==> config.mk <==
export PLATFORM = sky130hd
export DESIGN_NAME = acc_cal_regs
export DESIGN_NICKNAME = d
export VERILOG_FILES = /design/src/shared/acc_pkg.sv /design/src/verilog/acc_cal_regs.sv /design/src/verilog/acc_apb_decode.sv /design/src/verilog/acc_cal_reg.sv
export SDC_FILE = /design/constraint.sdc
export NUM_CORES = 1
export LEC_CHECK = 0
export ABC_AREA = 1
export BUFFER_PORTS_ARGS = -buffer_cell sky130_fd_sc_hd__buf_2
export CORE_AREA = 10 10 124 126
export DETAILED_ROUTE_END_ITERATION = 8
export DIE_AREA = 0 0 134 136
export PLACE_DENSITY_LB_ADDON = 0.05
export SLEW_MARGIN = 20
export SYNTH_ARGS = -nofsm -noshare
export SYNTH_HDL_FRONTEND = slang
export SYNTH_SLANG_ARGS = --single-unit
export TNS_END_PERCENT = 1
==> constraint.sdc <==
create_clock -name pclk -period 1.03 [get_ports pclk]
set_clock_uncertainty 0.05 [all_clocks]
set_input_delay 0.309 -clock pclk [delete_from_list [all_inputs] [get_ports pclk]]
set_output_delay 0.309 -clock pclk [all_outputs]
set_load 0.02 [all_outputs]
==> src/shared/acc_pkg.sv <==
/*
  Constants and carrier types for the channel 2/3 calibration and
  configuration register bank.
  Assumes an APB slave with 32-bit data, each register one aligned word.
*/
`default_nettype none
package acc_pkg;
  // ----------------------------------------------------------------------
  // register indices (byte address = index * 4)
  // ----------------------------------------------------------------------
  localparam int ACC_NREG = 6;
  localparam int ACC_ADDR_W = 12;
  localparam logic [5:0] ACC_IDX_CH2_OFS_LO = 6'h15;
  localparam logic [5:0] ACC_IDX_CH2_GAIN_HI = 6'h16;
  localparam logic [5:0] ACC_IDX_CH2_GAIN_LO = 6'h17;
  localparam logic [5:0] ACC_IDX_CH3_CHANNEL_CONFIG = 6'h18;
  localparam logic [5:0] ACC_IDX_CH3_OFS_HI = 6'h19;
  localparam logic [5:0] ACC_IDX_CH3_OFS_LO = 6'h1a;
  // slot numbers inside the bank
  localparam logic [2:0] ACC_SLOT_CH2_OFS_LO = 3'h0;
  localparam logic [2:0] ACC_SLOT_CH2_GAIN_HI = 3'h1;
  localparam logic [2:0] ACC_SLOT_CH2_GAIN_LO = 3'h2;
  localparam logic [2:0] ACC_SLOT_CH3_CHANNEL_CONFIG = 3'h3;
  localparam logic [2:0] ACC_SLOT_CH3_OFS_HI = 3'h4;
  localparam logic [2:0] ACC_SLOT_CH3_OFS_LO = 3'h5;
  // ----------------------------------------------------------------------
  // reset values and writable bit masks, by slot
  // ----------------------------------------------------------------------
  localparam logic [15:0] ACC_RST_ZERO = 16'h0000;
  localparam logic [15:0] ACC_RST_GAIN_HI = 16'h8000;
  localparam logic [15:0] ACC_MASK_HIGH_BYTE = 16'hff00;
  localparam logic [15:0] ACC_MASK_FULL = 16'hffff;
  localparam logic [15:0] ACC_MASK_CFG = 16'hffc7;
  localparam logic [15:0] ACC_RST_TAB [ACC_NREG] = '{
    ACC_RST_ZERO, ACC_RST_GAIN_HI, ACC_RST_ZERO,
    ACC_RST_ZERO, ACC_RST_ZERO, ACC_RST_ZERO};
  localparam logic [15:0] ACC_MASK_TAB [ACC_NREG] = '{
    ACC_MASK_HIGH_BYTE, ACC_MASK_FULL, ACC_MASK_HIGH_BYTE,
    ACC_MASK_CFG, ACC_MASK_FULL, ACC_MASK_HIGH_BYTE};
  // ----------------------------------------------------------------------
  // configuration field positions
  // ----------------------------------------------------------------------
  localparam int ACC_PHASE_MSB = 15;
  localparam int ACC_PHASE_LSB = 6;
  localparam int ACC_RSVD_MSB = 5;
  localparam int ACC_RSVD_LSB = 3;
  localparam int ACC_OVR_BIT = 2;
  localparam int ACC_SEL_MSB = 1;
  localparam int ACC_SEL_LSB = 0;
  localparam logic [15:0] ACC_READ_PAD = 16'h0000;

  typedef enum logic [1:0] {
    ACC_IN_PINS,
    ACC_IN_SHORT,
    ACC_IN_POS_TEST,
    ACC_IN_NEG_TEST
  } acc_input_sel_t;

  typedef struct packed {
    logic signed [9:0] phase;
    logic dc_override;
    acc_input_sel_t sel;
  } acc_ch3_channel_config_t;

  typedef struct packed {
    logic pins;
    logic shorted;
    logic pos_test;
    logic neg_test;
  } acc_input_path_t;

  typedef struct packed {
    logic [7:0] ch2_offset_low;
    logic [23:0] ch2_gain;
    logic [23:0] ch3_offset;
  } acc_cal_t;
endpackage : acc_pkg
`default_nettype wire

==> src/verilog/acc_cal_regs.sv <==
/*
  Channel 2/3 calibration and configuration register bank on APB.
  Holds the channel 2 offset low byte and gain, the channel 3
  configuration and the channel 3 offset, and drives them to the
  filter and modulator datapath.
  Assumes a single pclk domain; the global DC-block setting comes from
  logic on the same clock.
*/
`timescale 1ns/100ps
`default_nettype none
// Functional notes
// RULE_01: ch2 offset low byte upper; lower reads zero
// RULE_02: ch2 gain is high word plus byte
// RULE_03: ch3 offset high word holds bits 23:8
// RULE_04: ch3 signed 10-bit phase delay, bits 15:6
// RULE_05: override bit disables ch3 DC filter only
// RULE_06: two-bit input select: pins, short, tests
// RULE_07: decode indices 15h through 1Ah
// RULE_08: writes to reserved bits are ignored
module acc_cal_regs
  import acc_pkg::*;
(
  input wire logic pclk,
  input wire logic presetn,
  input wire logic psel,
  input wire logic penable,
  input wire logic pwrite,
  input wire logic [ACC_ADDR_W-1:0] paddr,
  input wire logic [31:0] pwdata,
  input wire logic [3:0] pstrb,
  output logic [31:0] prdata,
  output logic pready,
  output logic pslverr,
  input wire logic [3:0] global_dc_filter_setting,
  output acc_cal_t cal,
  output acc_ch3_channel_config_t ch3_channel_config,
  output logic [3:0] ch3_dc_filter_corner,
  output acc_input_path_t ch3_input_path
);
  // ----------------------------------------------------------------------
  // bus decode
  // ----------------------------------------------------------------------
  logic [2:0] slot;
  logic hit;
  wire logic setup_phase;
  wire logic access_phase;
  wire logic wr_access;

  acc_apb_decode u_decode (
    .paddr(paddr),
    .slot(slot),
    .hit(hit)
  );

  assign setup_phase = psel & ~penable;
  assign access_phase = psel & penable;
  assign wr_access = access_phase & pwrite & hit; // RULE_07

  // ----------------------------------------------------------------------
  // register storage
  // ----------------------------------------------------------------------
  logic [15:0] regq [ACC_NREG];

  for (genvar i = 0; i < ACC_NREG; i++)
  begin : g_reg
    wire logic we_i;
    assign we_i = wr_access & (slot == 3'(i)); // RULE_07
    // masked bits stay zero on write
    acc_cal_reg #(
      .RESET_VAL(ACC_RST_TAB[i]),
      .WMASK(ACC_MASK_TAB[i])
    ) u_reg ( // RULE_08
      .pclk(pclk),
      .presetn(presetn),
      .we(we_i),
      .strb(pstrb[1:0]),
      .wdata(pwdata[15:0]),
      .q(regq[i])
    );
  end

  // ----------------------------------------------------------------------
  // read path and answer
  // ----------------------------------------------------------------------
  logic [31:0] prdata_reg;
  logic [31:0] prdata_next;
  logic pslverr_reg;
  logic pslverr_next;
  wire logic [15:0] rd_word;

  assign rd_word = hit ? regq[slot] : ACC_READ_PAD;
  // sample on setup so the access phase answers from flops
  assign prdata_next = setup_phase ? {ACC_READ_PAD, rd_word} : prdata_reg;
  assign pslverr_next = setup_phase ? ~hit : (access_phase ? pslverr_reg : 1'b0); // RULE_07

  always_ff @(posedge pclk or negedge presetn)
  begin
    if (!presetn)
    begin
      prdata_reg <= 32'h0000_0000;
      pslverr_reg <= 1'b0;
    end
    else
    begin
      prdata_reg <= prdata_next;
      pslverr_reg <= pslverr_next;
    end
  end

  assign prdata = prdata_reg;
  assign pslverr = pslverr_reg & access_phase;
  // zero wait states
  assign pready = 1'b1;

  // ----------------------------------------------------------------------
  // calibration outputs
  // ----------------------------------------------------------------------
  wire logic [15:0] ch2_ofs_lo_q;
  wire logic [15:0] ch2_gain_hi_q;
  wire logic [15:0] ch2_gain_lo_q;
  wire logic [15:0] ch3_channel_config_q;
  wire logic [15:0] ch3_ofs_hi_q;
  wire logic [15:0] ch3_ofs_lo_q;

  assign ch2_ofs_lo_q = regq[ACC_SLOT_CH2_OFS_LO];
  assign ch2_gain_hi_q = regq[ACC_SLOT_CH2_GAIN_HI];
  assign ch2_gain_lo_q = regq[ACC_SLOT_CH2_GAIN_LO];
  assign ch3_channel_config_q = regq[ACC_SLOT_CH3_CHANNEL_CONFIG];
  assign ch3_ofs_hi_q = regq[ACC_SLOT_CH3_OFS_HI];
  assign ch3_ofs_lo_q = regq[ACC_SLOT_CH3_OFS_LO];

  assign cal.ch2_offset_low = ch2_ofs_lo_q[15:8]; // RULE_01
  assign cal.ch2_gain = {ch2_gain_hi_q, ch2_gain_lo_q[15:8]}; // RULE_02
  assign cal.ch3_offset = {ch3_ofs_hi_q, ch3_ofs_lo_q[15:8]}; // RULE_03

  // ----------------------------------------------------------------------
  // channel 3 configuration
  // ----------------------------------------------------------------------
  wire acc_input_sel_t sel_field;

  assign ch3_channel_config.phase = signed'(ch3_channel_config_q[ACC_PHASE_MSB:ACC_PHASE_LSB]); // RULE_04
  assign ch3_channel_config.dc_override = ch3_channel_config_q[ACC_OVR_BIT];
  assign sel_field = acc_input_sel_t'(ch3_channel_config_q[ACC_SEL_MSB:ACC_SEL_LSB]);
  assign ch3_channel_config.sel = sel_field;

  // per-channel override forces the corner to "off"
  assign ch3_dc_filter_corner = ch3_channel_config_q[ACC_OVR_BIT] ? 4'h0 : global_dc_filter_setting; // RULE_05

  assign ch3_input_path.pins = (sel_field == ACC_IN_PINS); // RULE_06
  assign ch3_input_path.shorted = (sel_field == ACC_IN_SHORT); // RULE_06
  assign ch3_input_path.pos_test = (sel_field == ACC_IN_POS_TEST); // RULE_06
  assign ch3_input_path.neg_test = (sel_field == ACC_IN_NEG_TEST); // RULE_06

  // ----------------------------------------------------------------------
  // assertions
  // ----------------------------------------------------------------------
  wire logic full_wr;
  wire logic rd_setup;

  assign full_wr = wr_access & (pstrb[1:0] == 2'h3);
  assign rd_setup = setup_phase & ~pwrite;

  AST_CH2_OFS_LOW_RSVD: assert property ( // RULE_01
    @(posedge pclk) disable iff (!presetn)
    rd_setup && hit && slot == ACC_SLOT_CH2_OFS_LO
    |=> prdata[7:0] == 8'h00 && prdata[15:8] == cal.ch2_offset_low)
    else $error("ch2 offset low register reads wrong");

  AST_CH2_GAIN_WRITE: assert property ( // RULE_02
    @(posedge pclk) disable iff (!presetn)
    full_wr && slot == ACC_SLOT_CH2_GAIN_HI
    |=> cal.ch2_gain[23:8] == $past(pwdata[15:0]) && $stable(cal.ch2_gain[7:0]))
    else $error("ch2 gain high word not updated");

  AST_CH2_GAIN_LOW_WRITE: assert property ( // RULE_02
    @(posedge pclk) disable iff (!presetn)
    full_wr && slot == ACC_SLOT_CH2_GAIN_LO
    |=> cal.ch2_gain[7:0] == $past(pwdata[15:8]) && regq[ACC_SLOT_CH2_GAIN_LO][7:0] == 8'h00)
    else $error("ch2 gain low byte not updated");

  AST_CH2_GAIN_RESET: assert property ( // RULE_02
    @(posedge pclk)
    $rose(presetn) |-> cal.ch2_gain == 24'h800000)
    else $error("ch2 gain reset value wrong");

  AST_CH3_OFS_HIGH: assert property ( // RULE_03
    @(posedge pclk) disable iff (!presetn)
    full_wr && slot == ACC_SLOT_CH3_OFS_HI
    |=> cal.ch3_offset[23:8] == $past(pwdata[15:0]))
    else $error("ch3 offset high word not updated");

  AST_CH3_PHASE: assert property ( // RULE_04
    @(posedge pclk) disable iff (!presetn)
    full_wr && slot == ACC_SLOT_CH3_CHANNEL_CONFIG
    |=> ch3_channel_config.phase == signed'($past(pwdata[15:6])) ##1 $stable(ch3_channel_config.phase) || $past(wr_access))
    else $error("ch3 phase delay not stored");

  AST_DC_OVERRIDE: assert property ( // RULE_05
    @(posedge pclk) disable iff (!presetn)
    ch3_channel_config.dc_override |-> ch3_dc_filter_corner == 4'h0)
    else $error("ch3 dc filter not disabled by override");

  AST_DC_FOLLOW: assert property ( // RULE_05
    @(posedge pclk) disable iff (!presetn)
    !ch3_channel_config.dc_override |-> ch3_dc_filter_corner == global_dc_filter_setting)
    else $error("ch3 dc filter ignores global setting");

  AST_INPUT_ONEHOT: assert property ( // RULE_06
    @(posedge pclk) disable iff (!presetn)
    $onehot(ch3_input_path) && (ch3_input_path.shorted == (ch3_channel_config_q[1:0] == 2'h1)))
    else $error("ch3 input path decode wrong");

  AST_UNMAPPED_ERR: assert property ( // RULE_07
    @(posedge pclk) disable iff (!presetn)
    setup_phase && !hit |=> pslverr && prdata == 32'h0000_0000)
    else $error("unmapped access not flagged");

  AST_MAPPED_OK: assert property ( // RULE_07
    @(posedge pclk) disable iff (!presetn)
    setup_phase && paddr == {6'h00, ACC_IDX_CH3_OFS_LO} * 4 |=> !pslverr)
    else $error("mapped access flagged as error");

  AST_RSVD_CFG: assert property ( // RULE_08
    @(posedge pclk) disable iff (!presetn)
    full_wr && slot == ACC_SLOT_CH3_CHANNEL_CONFIG |=> ch3_channel_config_q[5:3] == 3'h0 [*2])
    else $error("reserved config bits took a write");

  AST_CH2_OFS_LOW_WRITE: assert property ( // RULE_01
    @(posedge pclk) disable iff (!presetn)
    full_wr && slot == ACC_SLOT_CH2_OFS_LO
    |=> cal.ch2_offset_low == $past(pwdata[15:8]) && regq[ACC_SLOT_CH2_OFS_LO][7:0] == 8'h00)
    else $error("ch2 offset low byte not stored");

  AST_GAIN_LANE0: assert property ( // RULE_02
    @(posedge pclk) disable iff (!presetn)
    wr_access && pstrb[1:0] == 2'h1 && slot == ACC_SLOT_CH2_GAIN_HI
    |=> cal.ch2_gain[15:8] == $past(pwdata[7:0]) && $stable(cal.ch2_gain[23:16]))
    else $error("ch2 gain byte lane write wrong");

  AST_CH3_OFS_LOW_WRITE: assert property ( // RULE_03
    @(posedge pclk) disable iff (!presetn)
    full_wr && slot == ACC_SLOT_CH3_OFS_LO
    |=> cal.ch3_offset[7:0] == $past(pwdata[15:8]) && $stable(cal.ch3_offset[23:8]))
    else $error("ch3 offset low byte not stored");

  AST_CAL_RESET: assert property ( // RULE_03
    @(posedge pclk)
    $rose(presetn) |-> cal.ch3_offset == 24'h000000 && cal.ch2_offset_low == 8'h00)
    else $error("offset reset value wrong");

  AST_CFG_RESET: assert property ( // RULE_04
    @(posedge pclk)
    $rose(presetn) |-> ch3_channel_config_q == 16'h0000 && ch3_input_path.pins)
    else $error("ch3 configuration reset value wrong");

  AST_CFG_FIELDS: assert property ( // RULE_06
    @(posedge pclk) disable iff (!presetn)
    full_wr && slot == ACC_SLOT_CH3_CHANNEL_CONFIG
    |=> ch3_channel_config.sel == acc_input_sel_t'($past(pwdata[1:0])) && ch3_channel_config.dc_override == $past(pwdata[2]))
    else $error("ch3 select or override not stored");

  AST_LOW_RSVD_ZERO: assert property ( // RULE_08
    @(posedge pclk) disable iff (!presetn)
    regq[ACC_SLOT_CH2_OFS_LO][7:0] == 8'h00 && regq[ACC_SLOT_CH2_GAIN_LO][7:0] == 8'h00
    && regq[ACC_SLOT_CH3_OFS_LO][7:0] == 8'h00 && ch3_channel_config_q[5:3] == 3'h0)
    else $error("reserved bits not zero");

  AST_STRB_NONE: assert property ( // RULE_08
    @(posedge pclk) disable iff (!presetn)
    wr_access && pstrb[1:0] == 2'h0 |=> $stable(cal) && $stable(ch3_channel_config))
    else $error("write with no lanes changed a register");

  AST_UNMAPPED_HOLD: assert property ( // RULE_07
    @(posedge pclk) disable iff (!presetn)
    access_phase && pwrite && !hit |=> $stable(cal) && $stable(ch3_channel_config))
    else $error("unmapped write changed a register");

  AST_SLVERR_ACCESS_ONLY: assert property ( // RULE_07
    @(posedge pclk) disable iff (!presetn)
    !access_phase |-> !pslverr)
    else $error("error flag outside access phase");

  AST_READ_UPPER_ZERO: assert property ( // RULE_07
    @(posedge pclk) disable iff (!presetn)
    prdata[31:16] == 16'h0000)
    else $error("read data upper half not zero");

  // ----------------------------------------------------------------------
  // cover points
  // ----------------------------------------------------------------------
  COV_GAIN_WRITE: cover property (
    @(posedge pclk) disable iff (!presetn)
    full_wr && slot == ACC_SLOT_CH2_GAIN_HI);

  COV_CFG_READ_BACK: cover property (
    @(posedge pclk) disable iff (!presetn)
    full_wr && slot == ACC_SLOT_CH3_CHANNEL_CONFIG ##[1:4] rd_setup && hit && slot == ACC_SLOT_CH3_CHANNEL_CONFIG);

  COV_UNMAPPED: cover property (
    @(posedge pclk) disable iff (!presetn)
    access_phase && pslverr);

  COV_OVERRIDE: cover property (
    @(posedge pclk) disable iff (!presetn)
    $rose(ch3_channel_config.dc_override));

  // single byte lane write
  COV_LANE_WRITE: cover property (
    @(posedge pclk) disable iff (!presetn)
    wr_access && pstrb[1:0] == 2'h1);
endmodule : acc_cal_regs
`default_nettype wire

==> src/verilog/acc_apb_decode.sv <==
/*
  Address decoder of the register bank: maps an APB byte address to a
  bank slot and flags unmapped or misaligned addresses.
  Assumes word-aligned accesses; anything else is a miss.
*/
`timescale 1ns/100ps
`default_nettype none
module acc_apb_decode
  import acc_pkg::*;
(
  input wire logic [ACC_ADDR_W-1:0] paddr,
  output logic [2:0] slot,
  output logic hit
);
  // ----------------------------------------------------------------------
  // index to slot
  // ----------------------------------------------------------------------
  function automatic logic [3:0] acc_lookup(input logic [5:0] idx);
    logic [3:0] r;
    r = 4'h0;
    unique case (idx)
      ACC_IDX_CH2_OFS_LO: r = {1'b1, ACC_SLOT_CH2_OFS_LO};
      ACC_IDX_CH2_GAIN_HI: r = {1'b1, ACC_SLOT_CH2_GAIN_HI};
      ACC_IDX_CH2_GAIN_LO: r = {1'b1, ACC_SLOT_CH2_GAIN_LO};
      ACC_IDX_CH3_CHANNEL_CONFIG: r = {1'b1, ACC_SLOT_CH3_CHANNEL_CONFIG};
      ACC_IDX_CH3_OFS_HI: r = {1'b1, ACC_SLOT_CH3_OFS_HI};
      ACC_IDX_CH3_OFS_LO: r = {1'b1, ACC_SLOT_CH3_OFS_LO};
      default: r = 4'h0;
    endcase
    return r;
  endfunction : acc_lookup

  wire logic aligned;
  wire logic upper_clear;
  wire logic [3:0] found;

  assign aligned = (paddr[1:0] == 2'h0);
  assign upper_clear = (paddr[ACC_ADDR_W-1:8] == '0);
  assign found = acc_lookup(paddr[7:2]);
  assign slot = found[2:0];
  assign hit = found[3] & aligned & upper_clear;
endmodule : acc_apb_decode
`default_nettype wire

==> src/verilog/acc_cal_reg.sv <==
/*
  One 16-bit register of the bank with a per-bit write mask and byte
  strobes; masked bits hold zero whatever is written.
  Assumes the caller qualifies we with a completed APB write.
*/
`timescale 1ns/100ps
`default_nettype none
module acc_cal_reg
  import acc_pkg::*;
#(
  parameter logic [15:0] RESET_VAL = 16'h0000,
  parameter logic [15:0] WMASK = 16'hffff
)
(
  input wire logic pclk,
  input wire logic presetn,
  input wire logic we,
  input wire logic [1:0] strb,
  input wire logic [15:0] wdata,
  output logic [15:0] q
);
  logic [15:0] q_reg;
  logic [15:0] q_next;
  wire logic [15:0] lane_mask;

  assign lane_mask = {{8{strb[1]}}, {8{strb[0]}}} & WMASK;
  assign q_next = we ? ((q_reg & ~lane_mask) | (wdata & lane_mask)) : q_reg;
  assign q = q_reg;

  always_ff @(posedge pclk or negedge presetn)
  begin
    if (!presetn)
      q_reg <= RESET_VAL & WMASK;
    else
      q_reg <= q_next;
  end
endmodule : acc_cal_reg
`default_nettype wire

# After elaboration in Yosys (flattened, before gate mapping)
# Index checks and enable logic that the tools add are counted.
# totals
elab_cells	70
register_bits	113
ramBits	0
in_bits	57
out_inout_bits	111
mem_bits_ro	0
memories	0
latch_bits	0
# op_classes
multipliers	0
div	0
n_addsub	0
n_lt_le_gt_ge	1
shift	0
bitwise	34
eq_ne	15
n_reduce_logical	4
muxes	8
# ops
cell	count
16-bit AND	9
16-bit bitwise OR	6
16-bit binary-select mux with 3-bit select	1
16-bit 2-to-1 mux	3
16-bit NOT	3
6-bit by 5-bit == test with 1-bit output, second input constant	6
4-bit case mux with 6 select lines	1
1-bit AND	13
3-bit by 2-bit == test with 1-bit output, second input constant	2
3-bit == test, second input constant	2
2-bit == test, second input constant	2
4-bit greater-or-equal comparator, second input constant	1
2-bit zero test	2
4-bit zero test	1
4-bit 2-to-1 mux	1
3-bit NOT with 4-bit output	1
3-bit by 1-bit == test with 1-bit output, second input constant	1
3-bit zero test	1
2-bit by 1-bit == test with 1-bit output, second input constant	1
1-bit 2-to-1 mux	2
2-bit != test, second input constant	1
1-bit NOT	2

# Logic depth before layout (Yosys ltp)
# depth
ltp_word	7
depth_mapped	13
mapped_depth_nobuf	12

# Hierarchy
# Synthesis repeated with hierarchy kept, for this count alone.
# hier_totals
hier_cells	726
hier_area_um2	5287.6
# by_module_without_submodules
mod	instances	area_each_um2	cells_per_inst	seq_area_each_um2
acc_cal_regs	1	1973.1	367	425.4
acc_cal_reg (g_reg[0].u_reg ...)	3	406.6	44	200.2
acc_cal_reg (g_reg[1].u_reg)	1	714.4	70	401.6
acc_cal_reg (g_reg[4].u_reg)	1	713.2	70	400.4
acc_cal_reg (g_reg[3].u_reg)	1	540.5	60	325.3
acc_apb_decode	1	126.4	27	0.0

# Worst setup path before layout
# OpenSTA, ideal clock, no wires.
# synth_path
kind	input -> register
start	input paddr[11]
end	register (tool-made name)
slack_ns	-0.692
setup_ns	0.119
required_time_ns	0.861
arrival_ns	1.553
cell_stages	9
path_buffers	1
cell_sequence	nor2_1 nand2_1 nor3_1 nand3_4 nor2_4 nand2_2 buf_4 nand2_1 o21ai_2
# synth_lines
item	line	rtl
from (decl)	acc_cal_regs.sv:28	input wire logic [ACC_ADDR_W-1:0] paddr,

==> reports/qor.txt <==
STATUS
----------------------------------------------------------------------------------
Outcome                                                               complete, but fails checks
Violations in the final reports                                       setup timing

SYNTH
----------------------------------------------------------------------------------
Most used DFF post-synth                                              sky130_fd_sc_hd__dfrtp_1
FFs w/ async S/R, synth                                                      1.000
Post-synth design cell area                                              4422 um^2
Post-Synthesis Cells                                                           540
Mean Syn Cell Area                                                      8.188 um^2
Sequential cell area fraction in the yosys report                           0.4870
Area share of the largest cell type after synthesis                         0.4810
Number of synthesized flops with an enable pin                                   0
Count of synthesis-stage warnings from yosys                                     0
Leading post-synthesis cells by cell area                             sky130_fd_sc_hd__dfrtp_1 (48%), sky130_fd_sc_hd__nand2_1 (16%), sky130_fd_sc_hd__nand3_1 (4.2%)
Number of storage elements in the synthesis netlist                             86
Area leader, netlist                                                  sky130_fd_sc_hd__dfrtp_1
Netlist cell types                                                              30

PLACE
----------------------------------------------------------------------------------
Number of port buffers                                                         132
Detail Placement HPWL                                                     11.17 mm
Worst slack, placed                                                     -0.8933 ns
Total placed instance area                                               5782 um^2
GPL Wtd Cong                                                                0.8416

ROUTING
----------------------------------------------------------------------------------
WL per Instance                                                           15.97 um
Routed vias                                                                   4211
Post-detailed-route count of antenna-violating nets                              0
Via-to-Cell Ratio                                                            4.557
Pre-Repair DR Iteration Count                                                    4
DR DRC count                                                                     0
Number of DRC violations after detailed-routing iteration 0                    213
Routed wire length                                                        14.75 mm

MIN PATH
----------------------------------------------------------------------------------
Source of the worst hold timing path                                    pwdata[15]
Worst hold-check path type                                            input port to flip-flop
Hold path depth                                                                  3

FINAL LAYOUT
----------------------------------------------------------------------------------
Area Overhead vs Synth                                                      57.56%
Filler cells                                                                  1244
Number of nets in the final layout                                             801
Multi-input gate area                                                    2200 um^2
Share of final-layout standard cells stronger than drive strength 1         0.4559
Final standard cell area without fillers                                 6967 um^2
Register cell area after layout                                          2158 um^2
Layout Utilization                                                          0.5367
Antenna fix cells                                                                0
Leading cell types in the layout, fill and taps excluded              sky130_fd_sc_hd__nand2_1 (167), sky130_fd_sc_hd__buf_6 (90), sky130_fd_sc_hd__dfrtp_1 (81)
Leading cell type in the layout, fill and taps excluded               sky130_fd_sc_hd__nand2_1

CTS
----------------------------------------------------------------------------------
Clock transition at the registers of the reported paths                    0.06 ns
Clock tree from TritonCTS                                                    built
Clock latency at the later pin of the worst-skew pair                      0.35 ns
Cts bufs inserted                                                                9
Number of H-tree levels                                                          3
Root buffer selected by CTS                                           sky130_fd_sc_hd__clkbuf_16
Sink Count                                                                      86
Number of buffers on the longest clock path                                      2

PWR
----------------------------------------------------------------------------------
Combinational fraction of design power                                       0.091
Total power after layout                                                  7.243 mW
Internal Pwr Total                                                        5.477 mW
Worst-case vdd ir drop                                                   0.6635 mV
Switching part of the total power                                           0.2438
P per Cell Area                                                       1040 nW/um^2
Proportion of power drawn by flip-flops and latches                          0.467
Power share of the clock group                                               0.442
Leakage                                                                   3.639 nW
Net load switching power                                                  1.766 mW

STA
----------------------------------------------------------------------------------
Ratio of final minimum period to clock period                                1.463
Post-layout minimum cycle time                                            1.507 ns
Tightest hold margin                                                     0.1822 ns
Count of final setup violators                                                 180
Final count of pins violating max slew                                           0
Final worst-path setup slack                                            -0.4769 ns
Unrepaired setup endpoints after global routing                                yes
Hold Vio Cnt, Final                                                              0
Maximum frequency from static timing analysis                            663.6 MHz

GLOBAL ROUTING
----------------------------------------------------------------------------------
Maximum number of pins on one net before global-route repair                    33
Leftover overflow at the end of global routing                                   0
GR Util All Layers                                                          0.1618
Vias in the first global route                                                4468
First-pass GRT wire length                                                23.36 mm
Initial antenna violation count                                                  0

DIE
----------------------------------------------------------------------------------
Area of the placeable core                                              12980 um^2
Starting density of the core                                                0.3407
Die area                                                                18220 um^2
Count of boundary I/O pins                                                     168
Die Width                                                                   134 um
Site Rows                                                                       42
Height of the die                                                           136 um

SETUP PATH
----------------------------------------------------------------------------------
Type of element launching the critical path                             input port
Worst Path Arrival                                                         1.69 ns
Crit Path Class                                                       input port to flip-flop
Setup crit end kind                                                      flip-flop
Setup slack, reg-to-reg                                                   -0.09 ns
Number of cells on the worst reg-to-reg path                                     5
Crit path required time                                                    1.21 ns
Critical-path maximum fanout                                                     8
R2R Path End                                                            prdata[12]

RUN
----------------------------------------------------------------------------------
Number of maximum-capacitance constraint violations                              0

## logic make-up (layout without fill, tap and decap cells)
family | Yosys count | count (layout) | share of synthesized area
AND/OR/NAND/NOR | 283 | 285 | 0.2932
buffers and inverters | 84 | 275 | 0.09564
other | 2 | 17 | 0.001698
flip-flops | 86 | 86 | 0.4870
AO/OA/AOI/OAI | 85 | 85 | 0.1225
## routing by layer
layer / share of wire / wire length (um) / global-route usage
met3: 0.067 / 983 / 0.06052
met2: 0.52 / 7631 / 0.2786
met1: 0.40 / 5863 / 0.1783
met4: 0.019 / 275 / 0.06167
met5: 0 / 0 / 0
## power groups by stage
stage	combinational, mW	clock (mW)	sequential, mW
6_report	0.659	3.20	3.38
3_3_place_gp	0.596	0	3.45
3_5_place_dp	0.602	0	3.45
4_1_cts	0.634	3.30	3.38
5_1_grt	0.734	3.42	3.38
2_1_floorplan	0.301	0	3.45
## per-stage QoR
| step | cells | TNS [ns] |
|---|---|---|
| 6_report | 924 | -58.34 |
| 5_1_grt | 924 | -68.81 |
| 4_1_cts | 917 | -58.00 |
| 3_5_place_dp | 900 | -67.39 |
| 3_3_place_gp | 900 | -63.66 |
| 2_1_floorplan | 555 | -42.92 |
## layout make-up
class                           count  share of cell area
Sequential cell                    86              0.3098
Clock buffer                       11             0.03341
Clock inverter                      4            0.007004
Timing Repair Buffer              206              0.2701
Inverter                           54             0.03233
Tap cell                          176             0.03161
Multi-Input combinational cell    387              0.3157
## worst max-delay path, stage by stage
cell	delay, ns
sky130_fd_sc_hd__buf_6	0.10
sky130_fd_sc_hd__buf_6	0.11
sky130_fd_sc_hd__nor2_4	0.13
sky130_fd_sc_hd__nand2_2	0.07
sky130_fd_sc_hd__nand2_2	0.09
sky130_fd_sc_hd__nand3_4	0.08
sky130_fd_sc_hd__nand2_4	0.10
sky130_fd_sc_hd__nand3_4	0.11
sky130_fd_sc_hd__nor2_8	0.18
sky130_fd_sc_hd__buf_12	0.17
sky130_fd_sc_hd__nand2_8	0.10
sky130_fd_sc_hd__nand2_4	0.08
sky130_fd_sc_hd__o21ai_2	0.05
## cells in the mapped netlist, types with 5 or more instances
library cell               count
sky130_fd_sc_hd__a21oi_1       9
sky130_fd_sc_hd__buf_4        20
sky130_fd_sc_hd__nand3b_1      7
sky130_fd_sc_hd__or2_2         7
sky130_fd_sc_hd__dfrtp_1      85
sky130_fd_sc_hd__o21ai_2      21
sky130_fd_sc_hd__a22o_1       10
sky130_fd_sc_hd__nand3_1      37
sky130_fd_sc_hd__o21ai_1      28
sky130_fd_sc_hd__nand2_1     191
sky130_fd_sc_hd__inv_1        47
sky130_fd_sc_hd__nand2_4       5
sky130_fd_sc_hd__o21ai_0      17
sky130_fd_sc_hd__nand2_2       5
sky130_fd_sc_hd__nor2_1       16
## how the worst max path moves through the flow
| stage | start | endpoint | slack, ns | cells after the start |
|---|---|---|---|---|
| detailed placement | paddr[3] | flip-flop | -0.89 | 12 |
| floorplan | paddr[4] | flip-flop | -0.57 | 12 |
| finish | paddr[4] | flip-flop | -0.48 | 13 |
| global placement | paddr[4] | flip-flop | -0.84 | 12 |
| global route | paddr[4] | flip-flop | -0.55 | 13 |
| CTS | flip-flop | ch3_input_path[2] | -0.44 | 3 |
## what timing repair did
item	4_1_cts	5_1_grt
buffers inserted	1	5
setup endpoints to repair	180	180
pin swaps	9	19
gates cloned	0	2
hold buffers	1	0
hold endpoints to repair	8	0
resized for setup	126	122
No activity file was read; power rests on OpenSTA's default activity.
